$ cat config.mk
export PLATFORM = sky130hd
export DESIGN_NAME = dio_regs
export DESIGN_NICKNAME = d
export VERILOG_FILES = /design/src/rtl/unused_placeholder_none.v /design/src/rtl/dio_sync.v /design/src/rtl/dio_drive_steer.v /design/src/rtl/dio_regs.v
export VERILOG_INCLUDE_DIRS = /design/src /design/src/rtl
export SDC_FILE = /design/constraint.sdc
export NUM_CORES = 1
export LEC_CHECK = 0
export BUFFER_PORTS_ARGS = -buffer_cell sky130_fd_sc_hd__buf_2
export CAP_MARGIN = 20
export CORE_ASPECT_RATIO = 1.4
export CORE_MARGIN = 4
export CORE_UTILIZATION = 56
export CTS_BUF_LIST = sky130_fd_sc_hd__clkbuf_4 sky130_fd_sc_hd__clkbuf_8 sky130_fd_sc_hd__clkbuf_16
export DETAILED_ROUTE_END_ITERATION = 8
export PLACE_DENSITY = 0.78
export SLEW_MARGIN = 20
export SYNTH_ARGS = -nofsm -noshare
export SYNTH_HDL_FRONTEND = slang
export SYNTH_HIERARCHICAL = 1
export SYNTH_SLANG_ARGS = --single-unit
$ cat constraint.sdc
create_clock -name core_clk -period 1.9 [get_ports core_clk]
set_input_delay 0.38 -clock core_clk [delete_from_list [all_inputs] [get_ports core_clk]]
set_output_delay 0.38 -clock core_clk [all_outputs]
set_load 0.1 [all_outputs]
$ cat src/rtl/dio_defines.vh
/*
 * Constants for the drive input status and options register block:
 * host addresses, field positions, reset values and fixed read levels.
 * Assumes inclusion by bare name; of the block's rtl files only the dio_regs one includes it.
 */
`ifndef DIO_DEFINES_VH
`define DIO_DEFINES_VH

// ****************************************************************
// Host addresses
// ****************************************************************
`define DIO_ADDR_OUTPUT_CTRL  3'h2
`define DIO_ADDR_OPTIONS      3'h3
`define DIO_ADDR_DRIVE_INPUT  3'h7

// ****************************************************************
// Options register fields
// ****************************************************************
`define DIO_OPT_BOOT_BIT      0
`define DIO_OPT_SOFT_TERMINAL_COUNT_BIT      1
`define DIO_OPT_PCV_LO        2
`define DIO_OPT_PCV_HI        3
`define DIO_OPT_NWP_BIT       4
`define DIO_OPT_USED_MASK     8'h1F
`define DIO_OPT_RESET         8'h08

// ****************************************************************
// Output control register fields
// ****************************************************************
`define DIO_OCR_SEL_LO        0
`define DIO_OCR_SEL_HI        1
`define DIO_OCR_SRST_BIT      2
`define DIO_OCR_DMAEN_BIT     3
`define DIO_OCR_MOT_LO        4
`define DIO_OCR_MOT_HI        6
`define DIO_OCR_USED_MASK     8'h7F
`define DIO_OCR_RESET         8'h00

// ****************************************************************
// Drive input register fields and fixed levels
// ****************************************************************
`define DIO_DIR_HD_BIT        0
`define DIO_DIR_LOW_RATE_BIT  1
`define DIO_DIR_NWP_BIT       2
`define DIO_DIR_DMAEN_BIT     3
`define DIO_DIR_CHANGE_BIT    7
`define DIO_DIR_FILL_B        8'hFF
`define DIO_DIR_FILL_A        8'h00

// ****************************************************************
// Synchroniser idle levels: cs_n, rd_n, wr_n, addr, data
// ****************************************************************
`define DIO_BUS_SYNC_W        14
`define DIO_BUS_IDLE          14'h3800
`define DIO_PIN_SYNC_W        2
`define DIO_PIN_IDLE          2'h1

`endif

$ cat src/rtl/unused_placeholder_none.v
`default_nettype none
`default_nettype wire

$ cat src/rtl/dio_sync.v
/*
 * Three-stage input synchroniser with agreement filter.
 * Assumes inputs are asynchronous to core_clk; the output moves only
 * when stages two and three agree.
 */
`default_nettype none

module dio_sync #(
    parameter W        = 1,
    parameter [W-1:0] IDLE = {W{1'b0}}
) (
    input  wire         core_clk,
    input  wire         rst,
    input  wire [W-1:0] async_in,
    output reg  [W-1:0] stable
);

    reg [W-1:0] stage1;
    reg [W-1:0] stage2;
    reg [W-1:0] stage3;
    integer     i;

    always @(posedge core_clk or posedge rst)
    begin
        if (rst)
        begin
            stage1 <= IDLE;
            stage2 <= IDLE;
            stage3 <= IDLE;
            stable <= IDLE;
        end
        else
        begin
            stage1 <= async_in;
            stage2 <= stage1;
            stage3 <= stage2;
            for (i = 0; i < W; i = i + 1)
            begin
                if (stage2[i] == stage3[i])
                    stable[i] <= stage3[i];
            end
        end
    end

endmodule

`default_nettype wire

$ cat src/rtl/dio_drive_steer.v
/*
 * Drive select and motor enable steering with boot-drive swap.
 * Assumes select code and motor bits come from the output control
 * register on the same clock; all outputs are active low.
 */
`default_nettype none

module dio_drive_steer (
    input  wire       core_clk,
    input  wire       rst,
    input  wire [1:0] drive_sel,
    input  wire [2:0] motor_on,
    input  wire       boot_normal,
    output reg  [2:0] select_n,
    output reg  [2:0] motor_n
);

    reg [2:0] next_select_n;
    reg [2:0] next_motor_n;
    reg [2:0] logical_sel;

    always @*
    begin
        logical_sel = 3'h0;
        // Code 3 selects nothing
        case (drive_sel)
            2'h0:    logical_sel = 3'h1;
            2'h1:    logical_sel = 3'h2;
            2'h2:    logical_sel = 3'h4;
            default: logical_sel = 3'h0;
        endcase
        // A drive is selected only while its motor is enabled
        next_select_n = ~(logical_sel & motor_on);
        next_motor_n  = ~motor_on;
        if (!boot_normal)
        begin
            // Boot from drive 1: swap lines 0 and 1 in hardware
            next_select_n = {next_select_n[2], next_select_n[0],
                             next_select_n[1]};
            next_motor_n  = {next_motor_n[2], next_motor_n[0],
                             next_motor_n[1]};
        end
    end

    always @(posedge core_clk or posedge rst)
    begin
        if (rst)
        begin
            select_n <= 3'h7;
            motor_n  <= 3'h7;
        end
        else
        begin
            select_n <= next_select_n;
            motor_n  <= next_motor_n;
        end
    end

endmodule

`default_nettype wire

$ cat src/rtl/dio_regs.v
/*
 * Drive input status and options register logic of a floppy
 * subsystem controller, with the output control register that
 * steers drive selects and motors.
 * Assumes an asynchronous host bus (chip select, read and write
 * strobes, three address bits, eight data bits) and a drive
 * disk-change pin and terminal count pin, all synchronised here.
 * Mode, rate and configuration inputs come from core_clk logic.
 */
// How it works
// Address 7 with chip select low reads drive input; writes there are ignored.
// Second mode: bit 0 is inverted high density, bit 7 disk change.
// First mode: bits 1,2,3 low rate, precomp off, DMA enable; bit 7 inverted change.
// Unused drive input bits read 1 in second mode, 0 in first.
// Drive input read shows live signals; nothing is stored for it.
// Options bit 0 clear swaps drive 0 and 1 selects and motors.
// Options bit 1 lets software raise terminal count to the core.
// Options bits 3:2 set precomp shift of one to four clocks.
// Options bit 4 disables precomp, in the second mode only.
// Shift unit is first clock, second clock at the 300 Kb/s rate.
// First mode disables precomp from configuration bit 2 instead.
// Reset clears options except bit 3, giving three clocks shift.
// Output register bits 1:0 select drive 0, 1, 2; code 3 unsupported.
// Software writes options to change settings and may read them back.
`default_nettype none

`include "dio_defines.vh"

module dio_regs (
    input  wire       core_clk,
    input  wire       rst,
    // Host bus pins
    input  wire       host_cs_n,
    input  wire       host_rd_n,
    input  wire       host_wr_n,
    input  wire [2:0] host_addr,
    input  wire [7:0] host_data_in,
    output reg  [7:0] host_data_out,
    output reg        host_data_oe,
    // Drive and controller pins
    input  wire       disk_change_n,
    input  wire       term_count_pin,
    // Core clock domain status
    input  wire       mode_first,
    input  wire       high_density_sel,
    input  wire       rate_low_sel,
    input  wire       rate_300k_sel,
    input  wire       cfg_precomp_off,
    // Drive steering, soft reset and DMA enable
    output wire       drive_zero_select_n,
    output wire       drive_one_select_n,
    output wire       drive_two_select_n,
    output wire       motor_zero_on_n,
    output wire       motor_one_on_n,
    output wire       motor_two_on_n,
    output reg        soft_reset_n,
    output reg        dma_irq_enable,
    // Core controller and precompensation unit
    output reg        core_term_count,
    output reg  [2:0] precomp_shift_clocks,
    output reg        precomp_enable,
    output reg        precomp_clk2_sel
);

    // ****************************************************************
    // Functions
    // ****************************************************************
    // Shift in clocks is the code plus one
    function [2:0] shift_of;
        input [1:0] code;
        begin
            shift_of = {1'b0, code} + 3'h1;
        end
    endfunction

    function is_addr;
        input [2:0] seen;
        input [2:0] want;
        begin
            is_addr = (seen == want);
        end
    endfunction

    // ****************************************************************
    // Synchronisers
    // ****************************************************************
    wire [`DIO_BUS_SYNC_W-1:0] bus_stable;
    wire [`DIO_PIN_SYNC_W-1:0] pin_stable;

    dio_sync #(
        .W    (`DIO_BUS_SYNC_W),
        .IDLE (`DIO_BUS_IDLE)
    ) u_bus_sync (
        .core_clk (core_clk),
        .rst      (rst),
        .async_in ({host_cs_n, host_rd_n, host_wr_n, host_addr,
                    host_data_in}),
        .stable   (bus_stable)
    );

    dio_sync #(
        .W    (`DIO_PIN_SYNC_W),
        .IDLE (`DIO_PIN_IDLE)
    ) u_pin_sync (
        .core_clk (core_clk),
        .rst      (rst),
        .async_in ({term_count_pin, disk_change_n}),
        .stable   (pin_stable)
    );

    wire       cs_n_s      = bus_stable[13];
    wire       rd_n_s      = bus_stable[12];
    wire       wr_n_s      = bus_stable[11];
    wire [2:0] addr_s      = bus_stable[10:8];
    wire [7:0] data_s      = bus_stable[7:0];
    wire       disk_change = ~pin_stable[0];
    wire       tc_pin_s    = pin_stable[1];

    // ****************************************************************
    // Write strobe capture
    // ****************************************************************
    // Data hold after the strobe may be zero, so address and data are
    // held while the strobe is low and used at its rising edge.
    reg       wr_n_prev;
    reg [2:0] wr_addr_hold;
    reg [7:0] wr_data_hold;
    reg       wr_cs_hold;

    wire      write_done = ~wr_n_prev & wr_n_s;

    always @(posedge core_clk or posedge rst)
    begin
        if (rst)
        begin
            wr_n_prev    <= 1'b1;
            wr_addr_hold <= 3'h0;
            wr_data_hold <= 8'h00;
            wr_cs_hold   <= 1'b0;
        end
        else
        begin
            wr_n_prev <= wr_n_s;
            if (!wr_n_s)
            begin
                wr_addr_hold <= addr_s;
                wr_data_hold <= data_s;
                wr_cs_hold   <= ~cs_n_s;
            end
        end
    end

    wire wr_options = write_done & wr_cs_hold &
                      is_addr(wr_addr_hold, `DIO_ADDR_OPTIONS);
    wire wr_output  = write_done & wr_cs_hold &
                      is_addr(wr_addr_hold, `DIO_ADDR_OUTPUT_CTRL);

    // ****************************************************************
    // Options and output control registers
    // ****************************************************************
    reg [7:0] options;
    reg [7:0] output_control_reg;

    // Drive input address is read only: no write term exists for it
    always @(posedge core_clk or posedge rst)
    begin
        if (rst)
        begin
            options            <= `DIO_OPT_RESET;
            output_control_reg <= `DIO_OCR_RESET;
        end
        else
        begin
            if (wr_options)
                options <= wr_data_hold & `DIO_OPT_USED_MASK;
            if (wr_output)
                output_control_reg <= wr_data_hold & `DIO_OCR_USED_MASK;
        end
    end

    wire       boot_normal       = options[`DIO_OPT_BOOT_BIT];
    wire       soft_terminal_count = options[`DIO_OPT_SOFT_TERMINAL_COUNT_BIT];
    wire [1:0] precomp_shift_sel =
               options[`DIO_OPT_PCV_HI:`DIO_OPT_PCV_LO];
    wire       precomp_disable   = options[`DIO_OPT_NWP_BIT];
    wire       dma_enable_bit    = output_control_reg[`DIO_OCR_DMAEN_BIT];

    // ****************************************************************
    // Drive input register
    // ****************************************************************
    reg [7:0] drive_input;

    always @*
    begin
        if (mode_first)
        begin
            drive_input = `DIO_DIR_FILL_A;
            drive_input[`DIO_DIR_LOW_RATE_BIT] = rate_low_sel;
            drive_input[`DIO_DIR_NWP_BIT]      = cfg_precomp_off;
            drive_input[`DIO_DIR_DMAEN_BIT]    = dma_enable_bit;
            drive_input[`DIO_DIR_CHANGE_BIT]   = ~disk_change;
        end
        else
        begin
            drive_input = `DIO_DIR_FILL_B;
            drive_input[`DIO_DIR_HD_BIT]     = ~high_density_sel;
            drive_input[`DIO_DIR_CHANGE_BIT] = disk_change;
        end
    end

    // ****************************************************************
    // Read path
    // ****************************************************************
    // Read data are refreshed every cycle of the strobe, so the bus
    // follows the live drive signals rather than a latched copy.
    reg       next_oe;
    reg [7:0] next_data;
    wire      reading = ~cs_n_s & ~rd_n_s;

    always @*
    begin
        next_oe   = 1'b0;
        next_data = 8'h00;
        if (reading)
        begin
            case (addr_s)
                `DIO_ADDR_DRIVE_INPUT:
                begin
                    next_oe   = 1'b1;
                    next_data = drive_input;
                end
                `DIO_ADDR_OPTIONS:
                begin
                    next_oe   = 1'b1;
                    next_data = options;
                end
                default:
                begin
                    next_oe   = 1'b0;
                    next_data = 8'h00;
                end
            endcase
        end
    end

    always @(posedge core_clk or posedge rst)
    begin
        if (rst)
        begin
            host_data_oe  <= 1'b0;
            host_data_out <= 8'h00;
        end
        else
        begin
            host_data_oe  <= next_oe;
            host_data_out <= next_data;
        end
    end

    // ****************************************************************
    // Drive steering
    // ****************************************************************
    wire [2:0] select_n_q;
    wire [2:0] motor_n_q;

    dio_drive_steer u_steer (
        .core_clk    (core_clk),
        .rst         (rst),
        .drive_sel   (output_control_reg[`DIO_OCR_SEL_HI:`DIO_OCR_SEL_LO]),
        .motor_on    (output_control_reg[`DIO_OCR_MOT_HI:`DIO_OCR_MOT_LO]),
        .boot_normal (boot_normal),
        .select_n    (select_n_q),
        .motor_n     (motor_n_q)
    );

    assign drive_zero_select_n = select_n_q[0];
    assign drive_one_select_n  = select_n_q[1];
    assign drive_two_select_n  = select_n_q[2];
    assign motor_zero_on_n     = motor_n_q[0];
    assign motor_one_on_n      = motor_n_q[1];
    assign motor_two_on_n      = motor_n_q[2];

    // ****************************************************************
    // Controller and precompensation outputs
    // ****************************************************************
    // Software count is a level: it stays asserted until cleared.
    always @(posedge core_clk or posedge rst)
    begin
        if (rst)
        begin
            soft_reset_n         <= 1'b0;
            dma_irq_enable       <= 1'b0;
            core_term_count      <= 1'b0;
            precomp_shift_clocks <= 3'h3;
            precomp_enable       <= 1'b0;
            precomp_clk2_sel     <= 1'b0;
        end
        else
        begin
            soft_reset_n    <= output_control_reg[`DIO_OCR_SRST_BIT];
            // Second mode treats the enable as always valid
            dma_irq_enable  <= mode_first ? dma_enable_bit : 1'b1;
            core_term_count <= soft_terminal_count | tc_pin_s;
            precomp_shift_clocks <= shift_of(precomp_shift_sel);
            if (mode_first)
                precomp_enable <= ~cfg_precomp_off;
            else
                precomp_enable <= ~precomp_disable;
            precomp_clk2_sel <= rate_300k_sel;
        end
    end

endmodule

`default_nettype wire

After elaboration in Yosys (flattened, before gate mapping)
Index checks and enable logic that the tools add are counted.

cells by class
  $add $sub $neg = 1
  eq/ne operators = 21
  mux-type cells = 10
  bitwise gates (word level) = 16
  reduce and logical (&&, ||, !) cells = 2

operator list
  kind                 count
  $mux 8               2
  $pmux 8 s2           1
  $eq 1x1->1           15
  $eq 3x2->1 const B   3
  $pmux 3 s3           1
  $not 1->1            7
  $not 3->3            2
  $and 1x1->1          5
  $mux 1               4
  $mux 2               2
  $add 2x1->3 const B  1
  $and 3x3->3          1
  $eq 3x3->1 const B   1
  $eq 2x1->1 const B   1
  $eq 2x2->1 const B   1
  $logic_not 2->1      1
  $reduce_or 2->1      1
  $or 1x1->1           1

storage, ports and cells
  bits in registers = 110
  bits of input ports = 23
  output and inout port bits = 23
  logic and storage cells = 87

Logic depth before layout (Yosys ltp)
Gate-level depths: netlist of run 1.

  depth in word-level cells = 5
  gate-level depth with buffers = 4
  depth with buffers taken out = 3

Modules after synthesis
Netlist of run 1, hierarchy kept.

modules (own cells, without submodules)
  module                 instances  cells each  area an instance (um^2)  sequential area each (um^2)
  dio_sync (u_bus_sync)  1          71          1,577.8                  1,416.4
  dio_regs               1          98          1,497.7                  1,006.0
  dio_sync (u_pin_sync)  1          11          231.5                    205.2
  dio_drive_steer        1          16          227.7                    157.7

Worst setup path before layout of run 1
OpenSTA, ideal clock, no wires.

  path kind = reg-to-output
  from = register host_data_out[6]
  to = output host_data_out[6]
  arrival = 1,324 ps
  data required time = 1,520 ps
  path slack = 196 ps
  stages on the path, launching flop included = 2
  buffers on the path = 1
  path through = dfrtp_1 buf_4

RTL lines
  element                 RTL line        text
  from (decl)             dio_regs.v:38   output reg [7:0] host_data_out,
  from (signal assigned)  dio_regs.v:255  host_data_out <= next_data;

No word-level cell between the ends.

Worst setup path after layout of run 1
  from = register u_steer.select_n[0]
  to = output drive_zero_select_n

RTL lines
  element                 RTL line              text
  from (decl)             dio_drive_steer.v:14  output reg [2:0] select_n,
  from (signal assigned)  dio_drive_steer.v:54  select_n <= next_select_n;
  to (decl)               dio_regs.v:50         output wire drive_zero_select_n,

No word-level cell between the ends.

==> reports/qor.yml, run 1 <==
outcome:
  outcome: "complete, no violations"
placed_design:
  portBuffers: 44
  place_area_mm2: 0.00374
  dp_slack_ns: 0.505
  dpl.cell_count: 305
  place.gp.congestion: 0.746
  place_hpwl_um: 3200
min_path:
  min_path_cells: 1
  min_path_type: "in2reg"
floorplan:
  start_util: 0.580
  die_y_um: 101
  die_area_mm2: 0.00745
  ios: 46
  die_w_um: 74.1
  rows: 33
  design.core.area_mm2: 0.00590
finish:
  drive_above_1_share: 0.520
  multiInputGateArea_um2: 677
  final-seq-area_mm2: 0.00269
  final_nets: 271
  design_area_mm2: 0.00393
  nFillCells: 420
  finalCoreUtilization: 0.666
  antenna_cells: 0
  fin_cells: 322
  area_delta_synth_final_pct: 14.9
worst_setup_path:
  worstSetupEndpointType: "output port"
  cp_top_family: "flip-flops"
  path_depth: 1
  crit_path_max_incr_delay_ns: 0.53
  worst-path-buf-inv: 1
  critical_path_class: "reg2out"
  rr_worst_depth: 3
  cp_slowest_cell: "dfstp_2"
  crit_fanout: 1
  r2r_slack_ns: 0.49
  path_cells: "buf_2"
  cp.arrival_ns: 1.30
  cp-start-kind: "flop"
  worstPathRequired_ns: 1.52
timing:
  setup_ws_ns: 0.223
  rsz0062_at_grt: "false"
  post-route-period-util: 0.883
  final.setup.tns_ns: 0
  max_freq_mhz: 596
  relSlewSlack: 0.675
  whs_ns: 0.124
  hold_violations: 0
  drv_slew: 0
  setup_viol_count_final: 0
  period_needed_ns: 1.68
  finClkSkew_ns: 0.0105
  tightest_slew_ns: 0.491
grt:
  grt_pass1_vias: 1750
  grt_use_total: 0.141
  antenna_found_initial: 0
  grt_max_degree: 53
  overflow: 0
  grt_pass1_wl_um: 7950
routing:
  drc_errors: 0
  dr.pass1.iters: 4
  drt_iter0_drc: 107
  viasPerCell: 5.00
  vias: 1611
  postRouteAntennaNets: 0
  wirelength_um: 4470
  routedWlPerCell_um: 13.9
power_and_ir_drop:
  worst_ir_drop_vdd_mv: 0.608
  p_per_area_mw_per_mm2: 1350
  p_leak_nw: 1.84
  p_total_mw: 5.31
synthesis:
  synthCells: 191
  syn_nets: 215
  synth.avg_cell_area_um2: 17.9
  yosysWarnings: 6
  syn-cell-area_mm2: 0.00342
clocking:
  clk_pin_slew_ns: 0.10
  cts_tree: "yes"
  cts_max_level: 3
  postCtsSetupBuffers: 0
  numCtsBuffers: 9
  clock-sinks: 106
  cts_hold_buffers: 1
  clock_path_buffers: 2
  root_buffer: "clkbuf_8"
  post_cts_resize_count: 0
  clk_latency_ns: 0.34
flow_run:
  maxCapViolCount: 0
metal layers:
metal,vias to the layer above,global-route usage,part of all wire
li1,750,-,-
met5,-,0,0
met3,8,0.0469,0.068
met2,46,0.218,0.51
met1,807,0.178,0.40
met4,0,0.0683,0.024
area by class of cell:
| type | instances | share of cell area |
|---|---|---|
| clock buffers | 10 | 0.0350 |
| clock inverters | 6 | 0.0108 |
| inverters | 8 | 0.00764 |
| multi-input cells | 73 | 0.172 |
| flip-flops and latches | 106 | 0.683 |
| well taps | 70 | 0.0223 |
| repair buffers | 49 | 0.0694 |
cell usage in the layout, fill, tap and decap left out, types with 2 or more instances in the layout:
master	instances
o22ai_1	2
inv_1	7
a32oi_1	2
mux2i_1	3
clkinv_4	2
clkinvlp_4	2
buf_4	3
nor2_1	6
nand2_1	6
nand2b_1	2
mux2_2	16
clkinv_2	2
a21oi_1	2
maj3_2	15
buf_2	44
dfrtp_1	80
dfstp_2	26
clkbuf_8	10
o21ai_0	2
mux2_4	5
worst paths after layout:
| path | from | endpoint |
|---|---|---|
| worst max register to register | wr_addr_hold[2]$_DFFE_PP0N_ | options[2]$_DFFE_PP0P_ |
| worst max-delay path | u_steer/select_n[0]$_DFF_PP1_ | drive_zero_select_n |
| min in group asynchronous | rst | wr_addr_hold[1]$_DFFE_PP0N_ |
| max in group asynchronous | rst | options[3]$_DFFE_PP1P_ |
| worst min-delay path | disk_change_n | u_pin_sync/stage1[0]$_DFF_PP1_ |
| worst min register to register | u_bus_sync/stage1[10]$_DFF_PP0_ | u_bus_sync/stage2[10]$_DFF_PP0_ |
report_power, final:
group,internal (mW),total (mW),switching [mW]
sequential,2.64,2.86,0.212
clock,0.512,1.21,0.702
combinational,0.329,1.24,0.915
(Power assumes the default switching activity.)
==> inputs of run 2 (changes only) <==
--- a/config.mk
+++ b/config.mk
@@ -10,10 +10,10 @@
 export CAP_MARGIN = 20
 export CORE_ASPECT_RATIO = 1.4
 export CORE_MARGIN = 4
-export CORE_UTILIZATION = 56
+export CORE_UTILIZATION = 50
 export CTS_BUF_LIST = sky130_fd_sc_hd__clkbuf_4 sky130_fd_sc_hd__clkbuf_8 sky130_fd_sc_hd__clkbuf_16
 export DETAILED_ROUTE_END_ITERATION = 8
-export PLACE_DENSITY = 0.78
+export PLACE_DENSITY = 0.84
 export SLEW_MARGIN = 20
 export SYNTH_ARGS = -nofsm -noshare
 export SYNTH_HDL_FRONTEND = slang
==> constraint.sdc (replaced) <==
create_clock -name core_clk -period 1.4 [get_ports core_clk]
set_input_delay 0.28 -clock core_clk [delete_from_list [all_inputs] [get_ports core_clk]]
set_output_delay 0.28 -clock core_clk [all_outputs]
set_load 0.1 [all_outputs]
==> reports/qor.yml, run 2 (same netlist as run 1, synthesis figures left out) <==
outcome:
  outcome: "complete, but fails checks"
  violations: "setup timing"
clocking:
  clk_pin_slew_ns: 0.09  # about the same
  clock-sinks: 106  # unchanged
  root_buffer: "clkbuf_8"
  numCtsBuffers: 9  # unchanged
  clock_path_buffers: 2  # unchanged
  postCtsSetupBuffers: 0  # unchanged
  clk_latency_ns: 0.36  # +0.02 ns
  cts_max_level: 3  # unchanged
  cts_tree: "yes"
timing:
  max_freq_mhz: 706
  finClkSkew_ns: 0.0100  # -0.000438 ns
  hold_violations: 0  # unchanged
  setup_ws_ns: -0.0172  # -0.240 ns
  tightest_slew_ns: 0.486  # -0.00486 ns
  rsz0062_at_grt: "true"
  period_needed_ns: 1.42
  setup_viol_count_final: 2  # +2
  relSlewSlack: 0.678  # +0.00322
  post-route-period-util: 1.01
  final.setup.tns_ns: -0.0341  # -0.0341 ns
  drv_slew: 0  # unchanged
placed_design:
  portBuffers: 44  # unchanged
  place_hpwl_um: 3150  # -1.4%
  place.gp.congestion: 0.803  # +7.7%
  dpl.cell_count: 328  # +7.5%
grt:
  grt_max_degree: 41  # -23%
  grt_pass1_wl_um: 7910  # -0.43%
  grt_pass1_vias: 1713  # -2.1%
  overflow: 0  # unchanged
  antenna_found_initial: 0  # unchanged
  grt_use_total: 0.127  # -0.0138
floorplan:
  die_w_um: 77.9  # +5.2%
  ios: 46  # unchanged
  start_util: 0.518  # -0.0621
  die_area_mm2: 0.00825  # +11%
  die_y_um: 106  # +5.4%
  rows: 35  # +6.1%
  design.core.area_mm2: 0.00661  # +12%
routing:
  postRouteAntennaNets: 0  # unchanged
  drc_errors: 0  # unchanged
  dr.pass1.iters: 4  # unchanged
  wirelength_um: 4490  # +0.47%
  vias: 1645  # +2.1%
  drt_iter0_drc: 76  # -29%
  routedWlPerCell_um: 12.5  # -9.9%
  viasPerCell: 4.58  # -8.4%
worst_setup_path:
  critPathCapture: "host_data_out[6]"
  worstPathRequired_ns: 1.12  # -0.40 ns
  critical_path_class: "reg2out"
  cp_top_family: "buffers and inverters"
  cp_slowest_cell: "buf_2"
  rr_worst_depth: 3  # unchanged
  crit_fanout: 2  # +1
  path_depth: 1  # unchanged
  crit_path_max_incr_delay_ns: 0.42  # -0.11 ns
  r2r_start: "wr_addr_hold[2]$_DFFE_PP0N_"
  worstSetupEndpointType: "output port"
  setup.worst_path.start: "host_data_out[6]$_DFF_PP0_"
  r2r_slack_ns: 0.01  # -0.48 ns
  rr_endpoint: "options[4]$_DFFE_PP0P_"
  cp-start-kind: "flop"
  worst-path-buf-inv: 1  # unchanged
  path_cells: "buf_2"
  cp.arrival_ns: 1.14  # -0.16 ns
finish:
  final_nets: 286  # +5.5%
  antenna_cells: 0  # unchanged
  fin_cells: 359  # +11%
  area_delta_synth_final_pct: 24.8
  drive_above_1_share: 0.498  # -0.0217
  nFillCells: 457  # +8.8%
  mostFrequentLayoutCells: "dfrtp_1 (79), dfstp_2 (26), buf_2 (23), mux2_2 (16)"
  final_common_cell: "dfrtp_1"
min_path:
  min_path_type: "in2reg"
  holdCritStartpoint: "host_data_in[2]"
power_and_ir_drop:
  worst_ir_drop_vdd_mv: 1.01  # +66%
  p_per_area_mw_per_mm2: 1790  # +32%
  p_seq_frac: 0.514  # -0.023
  internal-power_mw: 5.07  # +45%
  clockPowerShare: 0.223  # -0.006
  p_sw_mw: 2.56  # +40%
  swShare: 0.336  # -0.00853
  p_leak_nw: 1.96  # +6.8%
  comb_power_share: 0.263  # +0.029
  p_total_mw: 7.63  # +44%
flow_run:
  maxCapViolCount: 0  # unchanged
-- run 2: cell count changes in the layout (fill, tap and decap cells not counted), sizes merged --
cell         delta
buf             -3
clkbuf          +4
clkinvlp        -1
dlygate4sd3    +14
inv             +1
-- run 2: worst min path at each step --
stage	end	slack [ns]	cells after the start
final	u_bus_sync/stage1[2]$_DFF_PP0_	0.03	1
after global placement	u_pin_sync/stable[1]$_DFFE_PP0N_	0.29	2
after CTS	precomp_clk2_sel$_DFF_PP0_	0.002	1
after global routing	u_bus_sync/stage1[2]$_DFF_PP0_	0.0003	1
after detailed placement	u_pin_sync/stage2[1]$_DFF_PP0_	0.30	2
after floorplan	u_pin_sync/stable[1]$_DFFE_PP0N_	0.09	1
-- run 2: cell type report --
cell class	count	area (um^2)	share of cell area
timing repair buffer	64	573	0.134
sequential	106	2690	0.629
clock inverter	6	48.8	0.0114
multi-input combinational	73	677	0.158
tap	92	115	0.0269
clock buffer	10	138	0.0322
inverter	8	33.8	0.00791
-- run 2: what timing repair did --
| action | 4_1_cts | 5_1_grt |
|---|---|---|
| setup endpoints to repair | 15 | 15 |
| resized for setup | 9 | 4 |
| pin swaps | 2 | 0 |
| hold buffers | 12 | 3 |
| hold endpoints to repair | 31 | 3 |
-- run 2: layer usage --
layer	share of wire	global-route usage	wire length [um]	vias up
li1	-	-	-	782
met1	0.43	0.155	1930	800
met2	0.48	0.191	2150	49
met3	0.050	0.0381	223	14
met4	0.041	0.0950	182	0
met5	0	0	0	-
-- run 2: stage by stage --
stage | cell area, um^2 | utilization | hold WS, ns | setup slack (ns)
2_1_floorplan | 3430 | - | 0.0928 | 0.00411
3_3_place_gp | 3900 | 0.590 | 0.290 | 0.0329
3_5_place_dp | 3900 | 0.590 | 0.297 | -0.00732
4_1_cts | 4230 | 0.640 | 0.00236 | -0.0355
5_1_grt | 4270 | 0.646 | 0.000285 | -0.0666
6_report | 4270 | 0.646 | 0.0258 | -0.0172
-- run 2: power groups by stage --
stage               sequential [mW]  combinational (mW)  clock (mW)
floorplan                      4.83               0.495           0
global placement               3.96                1.93           0
detailed placement             3.99                1.97           0
CTS                            3.93                2.01        1.76
global route                   3.99                2.11        1.90
finish                         3.92                2.01        1.70
